[src/inc/esb_consts.vh]
// Constants for the EEPROM self-boot loader: timing, image layout, codes, register map.
// Assumes a 100 MHz core clock; included by the loader only, not by its word accumulator.
`ifndef ESB_CONSTS_VH
`define ESB_CONSTS_VH
`define ESB_CLK_HZ          100000000
`define ESB_SPI_SLOW_HZ     1000000
`define ESB_I2C_SLOW_HZ     100000
// Slow half periods are half the ratios of the clock to the rates above, rounded up so the slow clocks never
// exceed their ceiling, and sized to the 16-bit half-period port
`define ESB_SPI_SLOW_HALF   16'h0032
`define ESB_I2C_SLOW_HALF   16'h01F4
`define ESB_SPI_FAST_HALF   16'h0003
`define ESB_I2C_FAST_HALF   16'h007D
`define ESB_SPI_READ_CMD    8'h03
`define ESB_I2C_DEV_ADDR    7'h50
`define ESB_ADDR_BYTES_16   2'h2
`define ESB_ADDR_BYTES_24   2'h3
`define ESB_SENTINEL        8'hAA
`define ESB_HDR_LAST_WORD   16'h0003
`define ESB_PAIR_LAST_WORD  16'h0001
`define ESB_MAX_ATTEMPTS    2'h3
`define ESB_LAST_BIT        31
`define ESB_BANK_HI         17
`define ESB_BANK_LO         16
`define ESB_BANK_RSVD       2'h3
`define ESB_CAUSE_NONE      16'h0000
`define ESB_CAUSE_SENTINEL  16'h0001
`define ESB_CAUSE_PORT      16'h0002
`define ESB_CAUSE_CHECKSUM  16'h0003
`define ESB_CAUSE_BANK      16'h0004
`define ESB_IDX_FAULT_FLAG  16'hF427
`define ESB_IDX_FAULT_CAUSE 16'hF428
`define ESB_IDX_CTRL        16'hF429
`define ESB_IDX_STATUS      16'hF42A
`define ESB_CTRL_START_BIT  0
`define ESB_CTRL_ADDR24_BIT 1
`define ESB_CTRL_ADDR24_RST 1'b0
`endif

[src/design/esb_loader.v]
// EEPROM self-boot loader: parses the boot image and writes it into core memories.
// Assumes byte-level SPI and I2C engines on the master port, same clock, and an
// Avalon-MM master for the status and control registers.
// Behaviour
// - Boot-select high at reset release starts boot
// - Reset rising edge with boot-select restarts boot
// - Target-select low picks I2C, else SPI
// - SPI uses 16- or 24-bit byte addresses
// - SPI read command 0x03, mode 3, MSB first
// - SPI first transactions at 1 MHz or less
// - I2C device 0x50 with 16-bit memory addresses
// - I2C first transactions at 100 kHz or less
// - Three attempts, then fault and core sleep
// - Fault shown only in flag and cause registers; the status register also shows sleep and state
// - Image is header, blocks, then footer
// - Sixteen-byte header at zero, sentinel 0xAA
// - Continue from header's first-block address
// - Header carries clock-loop and EEPROM speed settings
// - Block is eight-byte descriptor plus word packets
// - Top descriptor bit marks final block; reserved ignored
// - Bank field picks data memory 0, 1, program
// - Write length words from base address upward
// - Jump address used only from final block
// - Footer checksum sums header, descriptors, payload words
// - Checksum mismatch faults; zero checksum skips check
// - Never enable SPI and I2C together
//
// Our own choice: register access over Avalon-MM.
`timescale 1ns/1ns
`include "esb_consts.vh"
module esb_loader #(
  parameter ADDR_W = 18
) (
  input  wire              clk_i,
  input  wire              reset_n_i,
  input  wire              boot_select_pin_i,
  input  wire              reset_pin_i,
  input  wire              primary_target_select_i,
  output wire              mp_spi_en_o,
  output wire              mp_i2c_en_o,
  output wire              mp_spi_mode3_o,
  output wire [7:0]        mp_read_cmd_o,
  output wire [6:0]        mp_dev_addr_o,
  output wire [1:0]        mp_addr_bytes_o,
  output wire [15:0]       mp_half_period_o,
  output wire              mp_start_o,
  output wire              mp_stop_o,
  output wire [23:0]       mp_addr_o,
  input  wire              mp_byte_valid_i,
  input  wire [7:0]        mp_byte_i,
  output wire              mp_byte_ready_o,
  input  wire              mp_error_i,
  output wire              mem_we_o,
  output wire [1:0]        mem_bank_o,
  output wire [15:0]       mem_addr_o,
  output wire [31:0]       mem_data_o,
  output wire [7:0]        loop_input_divider_o,
  output wire [7:0]        loop_feedback_divider_o,
  output wire [7:0]        loop_config_sum_o,
  output wire [7:0]        clk_out_cfg_o,
  output wire [31:0]       eeprom_speed_cfg_o,
  output wire              core_run_o,
  output wire              core_sleep_o,
  output wire [15:0]       core_jump_addr_o,
  input  wire [ADDR_W-1:0] avs_address_i,
  input  wire              avs_read_i,
  input  wire              avs_write_i,
  input  wire [3:0]        avs_byteenable_i,
  input  wire [31:0]       avs_writedata_i,
  output wire [31:0]       avs_readdata_o,
  output wire              avs_waitrequest_o
);
  localparam ST_IDLE  = 4'h0;
  localparam ST_ISSUE = 4'h1;
  localparam ST_HDR   = 4'h2;
  localparam ST_DESC  = 4'h3;
  localparam ST_DATA  = 4'h4;
  localparam ST_FOOT  = 4'h5;
  localparam ST_CHECK = 4'h6;
  localparam ST_FAIL  = 4'h7;
  localparam ST_RUN   = 4'h8;
  localparam ST_SLEEP = 4'h9;

  reg sel_s1_r, sel_s2_r, rst_s1_r, rst_s2_r, rst_s3_r, tsel_s1_r, tsel_s2_r;
  reg [3:0]  state_r;
  reg [1:0]  attempts_r;
  reg        proto_spi_r;
  reg [15:0] widx_r;
  reg        last_r;
  reg [1:0]  bank_r;
  reg [15:0] base_r;
  reg [15:0] len_r;
  reg [15:0] jump_r;
  reg [31:0] foot_hi_r;
  reg [31:0] foot_lo_r;
  reg [23:0] first_addr_r;
  reg [7:0]  div_r, fb_r, cfg_sum_r, clk_out_r;
  reg [31:0] speed_r;
  reg        fault_flag_r;
  reg [15:0] cause_r;
  reg        run_r, sleep_r;
  reg [15:0] jump_out_r;
  reg        start_r, stop_r, fast_r;
  reg [23:0] addr_r;
  reg        mem_we_r;
  reg [1:0]  mem_bank_r;
  reg [15:0] mem_addr_r;
  reg [31:0] mem_data_r;
  reg        acc_clear_r, acc_align_r;
  reg        addr24_r, sw_start_r, ack_r;
  reg [31:0] rdata_r;

  wire [31:0] word;
  wire        word_valid;
  wire [63:0] sum;
  wire        streaming = (state_r == ST_HDR) || (state_r == ST_DESC) ||
                          (state_r == ST_DATA) || (state_r == ST_FOOT);
  wire        busy = (state_r != ST_IDLE) && (state_r != ST_RUN) && (state_r != ST_SLEEP);
  // Refusing bytes while a word is being decoded keeps a late byte out of a seek
  wire        byte_take = mp_byte_valid_i && mp_byte_ready_o;
  wire        boot_go = (rst_s2_r && !rst_s3_r && sel_s2_r) || sw_start_r;
  wire [1:0]  attempts_inc = attempts_r + 2'h1;
  wire [63:0] stored_sum = {foot_hi_r, foot_lo_r};
  wire [15:0] len_last = len_r - 16'h0001;

  // Pins come from outside the clock domain
  always @(posedge clk_i or negedge reset_n_i) begin
    if (!reset_n_i) begin
      sel_s1_r  <= 1'b0;
      sel_s2_r  <= 1'b0;
      rst_s1_r  <= 1'b0;
      rst_s2_r  <= 1'b0;
      rst_s3_r  <= 1'b0;
      tsel_s1_r <= 1'b0;
      tsel_s2_r <= 1'b0;
    end else begin
      sel_s1_r  <= boot_select_pin_i;
      sel_s2_r  <= sel_s1_r;
      rst_s1_r  <= reset_pin_i;
      rst_s2_r  <= rst_s1_r;
      rst_s3_r  <= rst_s2_r;
      tsel_s1_r <= primary_target_select_i;
      tsel_s2_r <= tsel_s1_r;
    end
  end

  esb_word_acc #(
    .LANE_W (2),
    .SUM_W  (64)
  ) u_acc (
    .clk_i        (clk_i),
    .reset_n_i    (reset_n_i),
    .clear_i      (acc_clear_r),
    .align_i      (acc_align_r),
    .byte_valid_i (byte_take),
    .byte_i       (mp_byte_i),
    .sum_en_i     (state_r != ST_FOOT),
    .word_o       (word),
    .word_valid_o (word_valid),
    .sum_o        (sum)
  );

  always @(posedge clk_i or negedge reset_n_i) begin
    if (!reset_n_i) begin
      state_r      <= ST_IDLE;
      attempts_r   <= 2'h0;
      proto_spi_r  <= 1'b0;
      widx_r       <= 16'h0000;
      last_r       <= 1'b0;
      bank_r       <= 2'h0;
      base_r       <= 16'h0000;
      len_r        <= 16'h0000;
      jump_r       <= 16'h0000;
      foot_hi_r    <= 32'h00000000;
      foot_lo_r    <= 32'h00000000;
      first_addr_r <= 24'h000000;
      div_r        <= 8'h00;
      fb_r         <= 8'h00;
      cfg_sum_r    <= 8'h00;
      clk_out_r    <= 8'h00;
      speed_r      <= 32'h00000000;
      fault_flag_r <= 1'b0;
      cause_r      <= `ESB_CAUSE_NONE;
      run_r        <= 1'b0;
      sleep_r      <= 1'b0;
      jump_out_r   <= 16'h0000;
      start_r      <= 1'b0;
      stop_r       <= 1'b0;
      fast_r       <= 1'b0;
      addr_r       <= 24'h000000;
      mem_we_r     <= 1'b0;
      mem_bank_r   <= 2'h0;
      mem_addr_r   <= 16'h0000;
      mem_data_r   <= 32'h00000000;
      acc_clear_r  <= 1'b0;
      acc_align_r  <= 1'b0;
    end else begin
      start_r     <= 1'b0;
      stop_r      <= 1'b0;
      mem_we_r    <= 1'b0;
      acc_clear_r <= 1'b0;
      acc_align_r <= 1'b0;
      if (boot_go) begin
        // A new sequence abandons whatever was running, including a loaded program
        state_r      <= ST_ISSUE;
        attempts_r   <= 2'h0;
        proto_spi_r  <= tsel_s2_r;
        fault_flag_r <= 1'b0;
        cause_r      <= `ESB_CAUSE_NONE;
        run_r        <= 1'b0;
        sleep_r      <= 1'b0;
        stop_r       <= busy;
        fast_r       <= 1'b0;
        addr_r       <= 24'h000000;
        acc_clear_r  <= 1'b1;
      end else if (streaming && mp_error_i) begin
        state_r <= ST_FAIL;
        cause_r <= `ESB_CAUSE_PORT;
        stop_r  <= 1'b1;
      end else begin
        case (state_r)
          ST_ISSUE: begin
            start_r <= 1'b1;
            widx_r  <= 16'h0000;
            state_r <= fast_r ? ST_DESC : ST_HDR;
          end
          ST_HDR: begin
            if (word_valid) begin
              widx_r <= widx_r + 16'h0001;
              case (widx_r[1:0])
                2'h0: begin
                  first_addr_r <= word[23:0];
                  if (word[31:24] != `ESB_SENTINEL) begin
                    state_r <= ST_FAIL;
                    cause_r <= `ESB_CAUSE_SENTINEL;
                    stop_r  <= 1'b1;
                  end
                end
                2'h1: begin
                  div_r <= word[23:16];
                  fb_r  <= word[7:0];
                end
                2'h2: begin
                  cfg_sum_r <= word[23:16];
                  clk_out_r <= word[7:0];
                end
                default: begin
                  speed_r     <= word;
                  stop_r      <= 1'b1;
                  addr_r      <= first_addr_r;
                  fast_r      <= 1'b1;
                  acc_align_r <= 1'b1;
                  state_r     <= ST_ISSUE;
                end
              endcase
            end
          end
          ST_DESC: begin
            if (word_valid) begin
              if (widx_r == 16'h0000) begin
                // Reserved descriptor bits are deliberately not looked at
                last_r <= word[`ESB_LAST_BIT];
                bank_r <= word[`ESB_BANK_HI:`ESB_BANK_LO];
                base_r <= word[15:0];
                widx_r <= 16'h0001;
                if (word[`ESB_BANK_HI:`ESB_BANK_LO] == `ESB_BANK_RSVD) begin
                  state_r <= ST_FAIL;
                  cause_r <= `ESB_CAUSE_BANK;
                  stop_r  <= 1'b1;
                end
              end else begin
                len_r  <= word[31:16];
                widx_r <= 16'h0000;
                if (last_r) begin
                  jump_r <= word[15:0];
                end
                if (word[31:16] != 16'h0000) begin
                  state_r <= ST_DATA;
                end else begin
                  state_r <= last_r ? ST_FOOT : ST_DESC;
                end
              end
            end
          end
          ST_DATA: begin
            if (word_valid) begin
              mem_we_r   <= 1'b1;
              mem_bank_r <= bank_r;
              mem_addr_r <= base_r + widx_r;
              mem_data_r <= word;
              if (widx_r == len_last) begin
                widx_r  <= 16'h0000;
                state_r <= last_r ? ST_FOOT : ST_DESC;
              end else begin
                widx_r <= widx_r + 16'h0001;
              end
            end
          end
          ST_FOOT: begin
            if (word_valid) begin
              if (widx_r == 16'h0000) begin
                foot_hi_r <= word;
                widx_r    <= `ESB_PAIR_LAST_WORD;
              end else begin
                foot_lo_r <= word;
                stop_r    <= 1'b1;
                state_r   <= ST_CHECK;
              end
            end
          end
          ST_CHECK: begin
            if (stored_sum == 64'h0000000000000000 || stored_sum == sum) begin
              run_r      <= 1'b1;
              jump_out_r <= jump_r;
              state_r    <= ST_RUN;
            end else begin
              cause_r <= `ESB_CAUSE_CHECKSUM;
              state_r <= ST_FAIL;
            end
          end
          ST_FAIL: begin
            if (attempts_inc == `ESB_MAX_ATTEMPTS) begin
              fault_flag_r <= 1'b1;
              sleep_r      <= 1'b1;
              state_r      <= ST_SLEEP;
            end else begin
              attempts_r  <= attempts_inc;
              fast_r      <= 1'b0;
              addr_r      <= 24'h000000;
              acc_clear_r <= 1'b1;
              state_r     <= ST_ISSUE;
            end
          end
          ST_IDLE, ST_RUN, ST_SLEEP: begin
            state_r <= state_r;
          end
          default: begin
            state_r <= ST_IDLE;
          end
        endcase
      end
    end
  end

  // Register slave: one wait cycle, then the answer
  wire        req = avs_read_i || avs_write_i;
  wire [15:0] idx = avs_address_i[ADDR_W-1:2];
  wire        word_aligned = (avs_address_i[1:0] == 2'h0);
  reg  [31:0] rd_mux;

  always @* begin
    rd_mux = 32'h00000000;
    if (word_aligned) begin
      case (idx)
        `ESB_IDX_FAULT_FLAG:  rd_mux = {31'h00000000, fault_flag_r};
        `ESB_IDX_FAULT_CAUSE: rd_mux = {16'h0000, cause_r};
        `ESB_IDX_CTRL:        rd_mux = {30'h00000000, addr24_r, 1'b0};
        `ESB_IDX_STATUS:      rd_mux = {23'h000000, sleep_r, run_r, proto_spi_r,
                                        attempts_r, state_r};
        default:              rd_mux = 32'h00000000;
      endcase
    end
  end

  always @(posedge clk_i or negedge reset_n_i) begin
    if (!reset_n_i) begin
      ack_r      <= 1'b0;
      rdata_r    <= 32'h00000000;
      addr24_r   <= `ESB_CTRL_ADDR24_RST;
      sw_start_r <= 1'b0;
    end else begin
      ack_r      <= req && !ack_r;
      sw_start_r <= 1'b0;
      if (avs_read_i && !ack_r) begin
        rdata_r <= rd_mux;
      end
      if (avs_write_i && ack_r && word_aligned && idx == `ESB_IDX_CTRL &&
          avs_byteenable_i[0]) begin
        addr24_r   <= avs_writedata_i[`ESB_CTRL_ADDR24_BIT];
        sw_start_r <= avs_writedata_i[`ESB_CTRL_START_BIT];
      end
    end
  end

  assign avs_waitrequest_o = req && !ack_r;
  assign avs_readdata_o    = rdata_r;

  assign mp_spi_en_o      = busy && proto_spi_r;
  assign mp_i2c_en_o      = busy && !proto_spi_r;
  assign mp_spi_mode3_o   = 1'b1;
  assign mp_read_cmd_o    = `ESB_SPI_READ_CMD;
  assign mp_dev_addr_o    = `ESB_I2C_DEV_ADDR;
  assign mp_addr_bytes_o  = (proto_spi_r && addr24_r) ? `ESB_ADDR_BYTES_24 :
                            `ESB_ADDR_BYTES_16;
  // Header is always fetched slow; only the image body runs at the fast rate
  assign mp_half_period_o = proto_spi_r ?
                            (fast_r ? `ESB_SPI_FAST_HALF : `ESB_SPI_SLOW_HALF) :
                            (fast_r ? `ESB_I2C_FAST_HALF : `ESB_I2C_SLOW_HALF);
  assign mp_start_o       = start_r;
  assign mp_stop_o        = stop_r;
  assign mp_addr_o        = addr_r;
  assign mp_byte_ready_o  = streaming && !word_valid;
  assign mem_we_o         = mem_we_r;
  assign mem_bank_o       = mem_bank_r;
  assign mem_addr_o       = mem_addr_r;
  assign mem_data_o       = mem_data_r;
  assign loop_input_divider_o    = div_r;
  assign loop_feedback_divider_o = fb_r;
  assign loop_config_sum_o       = cfg_sum_r;
  assign clk_out_cfg_o           = clk_out_r;
  assign eeprom_speed_cfg_o      = speed_r;
  assign core_run_o       = run_r;
  assign core_sleep_o     = sleep_r;
  assign core_jump_addr_o = jump_out_r;
endmodule

[src/design/esb_word_acc.v]
// Word assembler and running sum for the boot byte stream.
// Assumes bytes arrive in EEPROM order on the loader clock, one per accepted beat.
`timescale 1ns/1ns
module esb_word_acc #(
  parameter LANE_W = 2,
  parameter SUM_W  = 64
) (
  input  wire                    clk_i,
  input  wire                    reset_n_i,
  input  wire                    clear_i,
  input  wire                    align_i,
  input  wire                    byte_valid_i,
  input  wire [7:0]              byte_i,
  input  wire                    sum_en_i,
  output wire [(8<<LANE_W)-1:0]  word_o,
  output wire                    word_valid_o,
  output wire [SUM_W-1:0]        sum_o
);
  localparam WORD_W = 8 << LANE_W;

  reg [LANE_W-1:0] lane_r;
  reg [WORD_W-1:0] word_r;
  reg              valid_r;
  reg [SUM_W-1:0]  sum_r;
  wire [WORD_W-1:0] word_nxt = {word_r[WORD_W-9:0], byte_i};
  wire              last_lane = &lane_r;

  always @(posedge clk_i or negedge reset_n_i) begin
    if (!reset_n_i) begin
      lane_r  <= {LANE_W{1'b0}};
      word_r  <= {WORD_W{1'b0}};
      valid_r <= 1'b0;
      sum_r   <= {SUM_W{1'b0}};
    end else begin
      valid_r <= 1'b0;
      if (clear_i || align_i) begin
        lane_r <= {LANE_W{1'b0}};
        if (clear_i) begin
          sum_r <= {SUM_W{1'b0}};
        end
      end else if (byte_valid_i) begin
        word_r <= word_nxt;
        lane_r <= lane_r + {{(LANE_W-1){1'b0}}, 1'b1};
        if (last_lane) begin
          valid_r <= 1'b1;
          if (sum_en_i) begin
            sum_r <= sum_r + {{(SUM_W-WORD_W){1'b0}}, word_nxt};
          end
        end
      end
    end
  end

  assign word_o       = word_r;
  assign word_valid_o = valid_r;
  assign sum_o        = sum_r;
endmodule

[config.mk]
export PLATFORM = sky130hd
export DESIGN_NAME = esb_loader
export DESIGN_NICKNAME = d
export VERILOG_FILES = /design/src/design/esb_loader.v /design/src/design/esb_word_acc.v
export VERILOG_INCLUDE_DIRS = /design/src /design/src/inc
export SDC_FILE = /design/constraint.sdc
export NUM_CORES = 1
export LEC_CHECK = 0
export ABC_CLOCK_PERIOD_IN_PS = 5980
export BUFFER_PORTS_ARGS = -buffer_cell sky130_fd_sc_hd__buf_2
export CAP_MARGIN = 0
export CORE_MARGIN = 2
export CORE_UTILIZATION = 30
export CTS_BUF_LIST = sky130_fd_sc_hd__clkbuf_16
export DETAILED_ROUTE_END_ITERATION = 8
export GPL_TIMING_DRIVEN = 1
export PLACE_DENSITY_LB_ADDON = 0.12
export SYNTH_ARGS = -nofsm -noshare
export SYNTH_HDL_FRONTEND = slang
export SYNTH_SLANG_ARGS = --single-unit
[constraint.sdc]
create_clock -name clk_i -period 5.98 [get_ports clk_i]
set_input_delay 1.196 -clock clk_i [delete_from_list [all_inputs] [get_ports clk_i]]
set_output_delay 1.196 -clock clk_i [all_outputs]
set_load 0.01 [all_outputs]
==> reports/results.ini <==
[power_and_ir_drop]
ir_drop_mv = 0.2376
power_frac_comb_pct = 29.2
seq_power_share_pct = 39.3
p_leak_uw = 0.01328
p_switching_uw = 3962
power.share.switching_pct = 38.17
p_clk_share_pct = 31.6
power_density_nw_per_um2 = 401.1
p_int_uw = 6418

[setup_path]
cp-end-kind = flop
crit_required_ns = 6.46
crit_path_start_kind = primary input
cpMaxStageDelayCell = a41oi_4
critical_path.max_stage_delay_ns = 0.80
critPathKind = primary input to flop
worstPathCellList = buf_2 > ha_1 > fa_1 > a21o_1 > a31o_1 > a221o_1 > o31a_1 > or4_4 > a41oi_4 > nor4_1 > mux2_2
crit_arrival_ns = 4.92
crit_fanout = 27

[finish]
design_area_sq_um = 25880
n_fill_cell = 7267
syn_to_final_growth_pct = 16.45
final_util_pct = 35.35
drive_gt1_share_pct = 29.34
nets = 2306

[routing]
vias = 16040
drcViolationCount = 0
route.met2.wl_mm = 33.53
dr.pass1.iters = 5
routed_via_density = 5.041
drt_wl_total_mm = 69.93
ant_nets = 0
highest_layer = met4
dr_wl_met3_mm = 3.132
routedWlPerCell_um = 21.98
drt-initial-drc-count = 1006
met1_length_mm = 31.05

[clock_tree]
cts_buffer_depth = 3
hold_buffers = 0
post_cts_buffers = 0
clock_latency_ns = 0.62
cts_tree = built
clock-sinks = 445
cts.reportedPaths.clkPinSlew_ns = 0.06
h-tree-depth = 2
post_cts_resized = 0
clock-root-buffer = clkbuf_16
cts-buffers-inserted = 52

[yosys]
synth_top_flop_cell = dfrtp_1
yosysTopAreaCellShare_pct = 50.11
avgSynthCellArea_sq_um = 11.15
yosysMostFrequentCell = dfrtp_1
syn_inst = 1993
synth-edff-count = 0
ys_types = 78
ys_seq_area_share_pct = 50.11
synthTopCellsByCount = dfrtp_1 (445), mux2_2 (277), nand2_1 (195), xor2_1 (98), clkbuf_1 (88)
synth_async_sr_flop_share_pct = 100.0
synth.area.top_cells = dfrtp_1 (50%), mux2_2 (14%), xor2_1 (3.9%), nand2_1 (3.3%), ha_1 (3.0%)
yosysTopAreaCell = dfrtp_1
ys_ff_latch = 445
netlist_area_sq_um = 22220
ys_warn_count = 0

[sta]
slew-limit-headroom_pct = 16.13
clock_skew_ns = 0.02617
setup_tns_ns = 0
hold_viol = 0
setup_viol = 0
slew_viol_final = 0
finalCriticalPeriod_ns = 4.439
tightestPinTransition_ns = 1.248
timing.final.crit_share_pct = 74.24
worst_slack_ns = 1.541
rsz0062_at_grt = no
holdWs_ns = 0.3402
max_freq_mhz = 225.3

[global_routing]
overflow = 0
grt_pass1_vias = 16080
grt_pass1_wl_mm = 104.9
track_usage_pct = 18.01
antenna_found_initial = 1
grt_max_degree = 134

[place]
routabilityCongestion = 0.8789
postPlaceCellArea_sq_um = 24140
dp.final_hpwl_mm = 48.39
pre_cts_ws_ns = 0.9257
io_buffers = 219

[die]
rows = 99
start_util_pct = 30.36
die_h_um = 276.2
pin_count = 300
dieWidth_um = 276.2
dieArea_sq_um = 76270
core_region_area_sq_um = 73210

[status]
status = completed

[run]
maxCapViolations = 0

[hold_path]
hp-class = flop to flop

## worst max-delay path: cells and delay by family
kind	cells	cell delay, ns
buf+inv	1	0.11
fa+ha+maj	2	0.62
simple gates	2	0.71
mux	1	0.31
compound gates	5	1.94
## cell families after synthesis
| group | after synthesis | synth area share (%) |
|---|---|---|
| AND/OR/NAND/NOR | 537 | 12.21 |
| flip-flops | 445 | 50.11 |
| AO/OA/AOI/OAI | 334 | 10.19 |
| multiplexers | 289 | 14.62 |
| buffers and inverters | 196 | 4.335 |
| XOR/XNOR | 134 | 5.281 |
| adder cells (fa/ha/maj) | 56 | 3.220 |
| other | 2 | 0.03379 |
## per-stage QoR
| step | total power [uW] | instances |
|---|---|---|
| 2_1_floorplan | 5815 | 2038 |
| 3_3_place_gp | 7131 | 3084 |
| 3_5_place_dp | 7174 | 3084 |
| 4_1_cts | 10520 | 3181 |
| 5_1_grt | 10970 | 3181 |
| 6_report | 10380 | 3182 |
## power groups by stage
stage / Sequential (uW) / Clock, uW / Combinational [uW]
6_report: 4080 / 3280 / 3030
5_1_grt: 4130 / 3500 / 3330
4_1_cts: 4090 / 3390 / 3040
3_5_place_dp: 4140 / 0 / 3030
3_3_place_gp: 4140 / 0 / 2990
2_1_floorplan: 3640 / 0 / 2170
## metal layers
layer	global-route usage, %	vias up
li1	-	7422
met1	23.31	8119
met2	30.24	391
met3	3.422	108
met4	5.969	0
met5	0	-
## layout make-up
type	count	area, sq um	area share [%]
Sequential cell	445	11140	43.04
Multi-Input combinational cell	1397	10310	39.85
Timing Repair Buffer	246	1346	5.202
Clock buffer	52	1301	5.028
Tap cell	959	1200	4.637
Clock inverter	45	439.2	1.697
Inverter	37	138.9	0.5367
Antenna cell	1	2.502	0.009670
## layout by cell type (no fill, tap or decap), types with 20 or more instances in the layout
cell type / netlist / final
nor4_1: 48 / 48
buf_4: 52 / 24
nand2_1: 195 / 194
nand3_1: 30 / 29
mux2_2: 277 / 277
clkbuf_16: 0 / 52
buf_2: 1 / 218
dfrtp_1: 445 / 444
o21ai_0: 80 / 80
nor2_1: 81 / 79
a21oi_1: 62 / 62
xnor2_1: 36 / 36
a22o_1: 35 / 35
conb_1: 2 / 47
xor2_1: 98 / 98
nor2b_1: 21 / 21
o31ai_1: 32 / 32
inv_1: 37 / 46
ha_1: 54 / 54
nand4_1: 20 / 20
nor3_1: 21 / 21
## path summary, 6_finish.rpt
path	start	to	slack (ns)	depth (start not counted)
setup / recovery	mp_byte_i[0]	u_acc.sum_o[52]	1.54	11
hold / removal	tsel_s1_r	tsel_s2_r	0.34	0
setup reg to reg	u_acc.word_o[0]	u_acc.sum_o[52]	1.63	9
hold reg to reg	tsel_s1_r	tsel_s2_r	0.34	0
max in group asynchronous	reset_n_i	u_acc.sum_o[10]	3.99	2
min in group asynchronous	reset_n_i	avs_readdata_o[8]	0.61	1
## state kept, by name, summed over array words and instances, names as in the netlist, 24 cells and up
signal	cells
u_acc.sum_o	64
mp_addr_o	24
first_addr_r	24
eeprom_speed_cfg_o	32
foot_hi_r	32
mem_data_o	32
u_acc.word_o	32
foot_lo_r	32
Note: power is estimated with default switching activity, not from simulation.
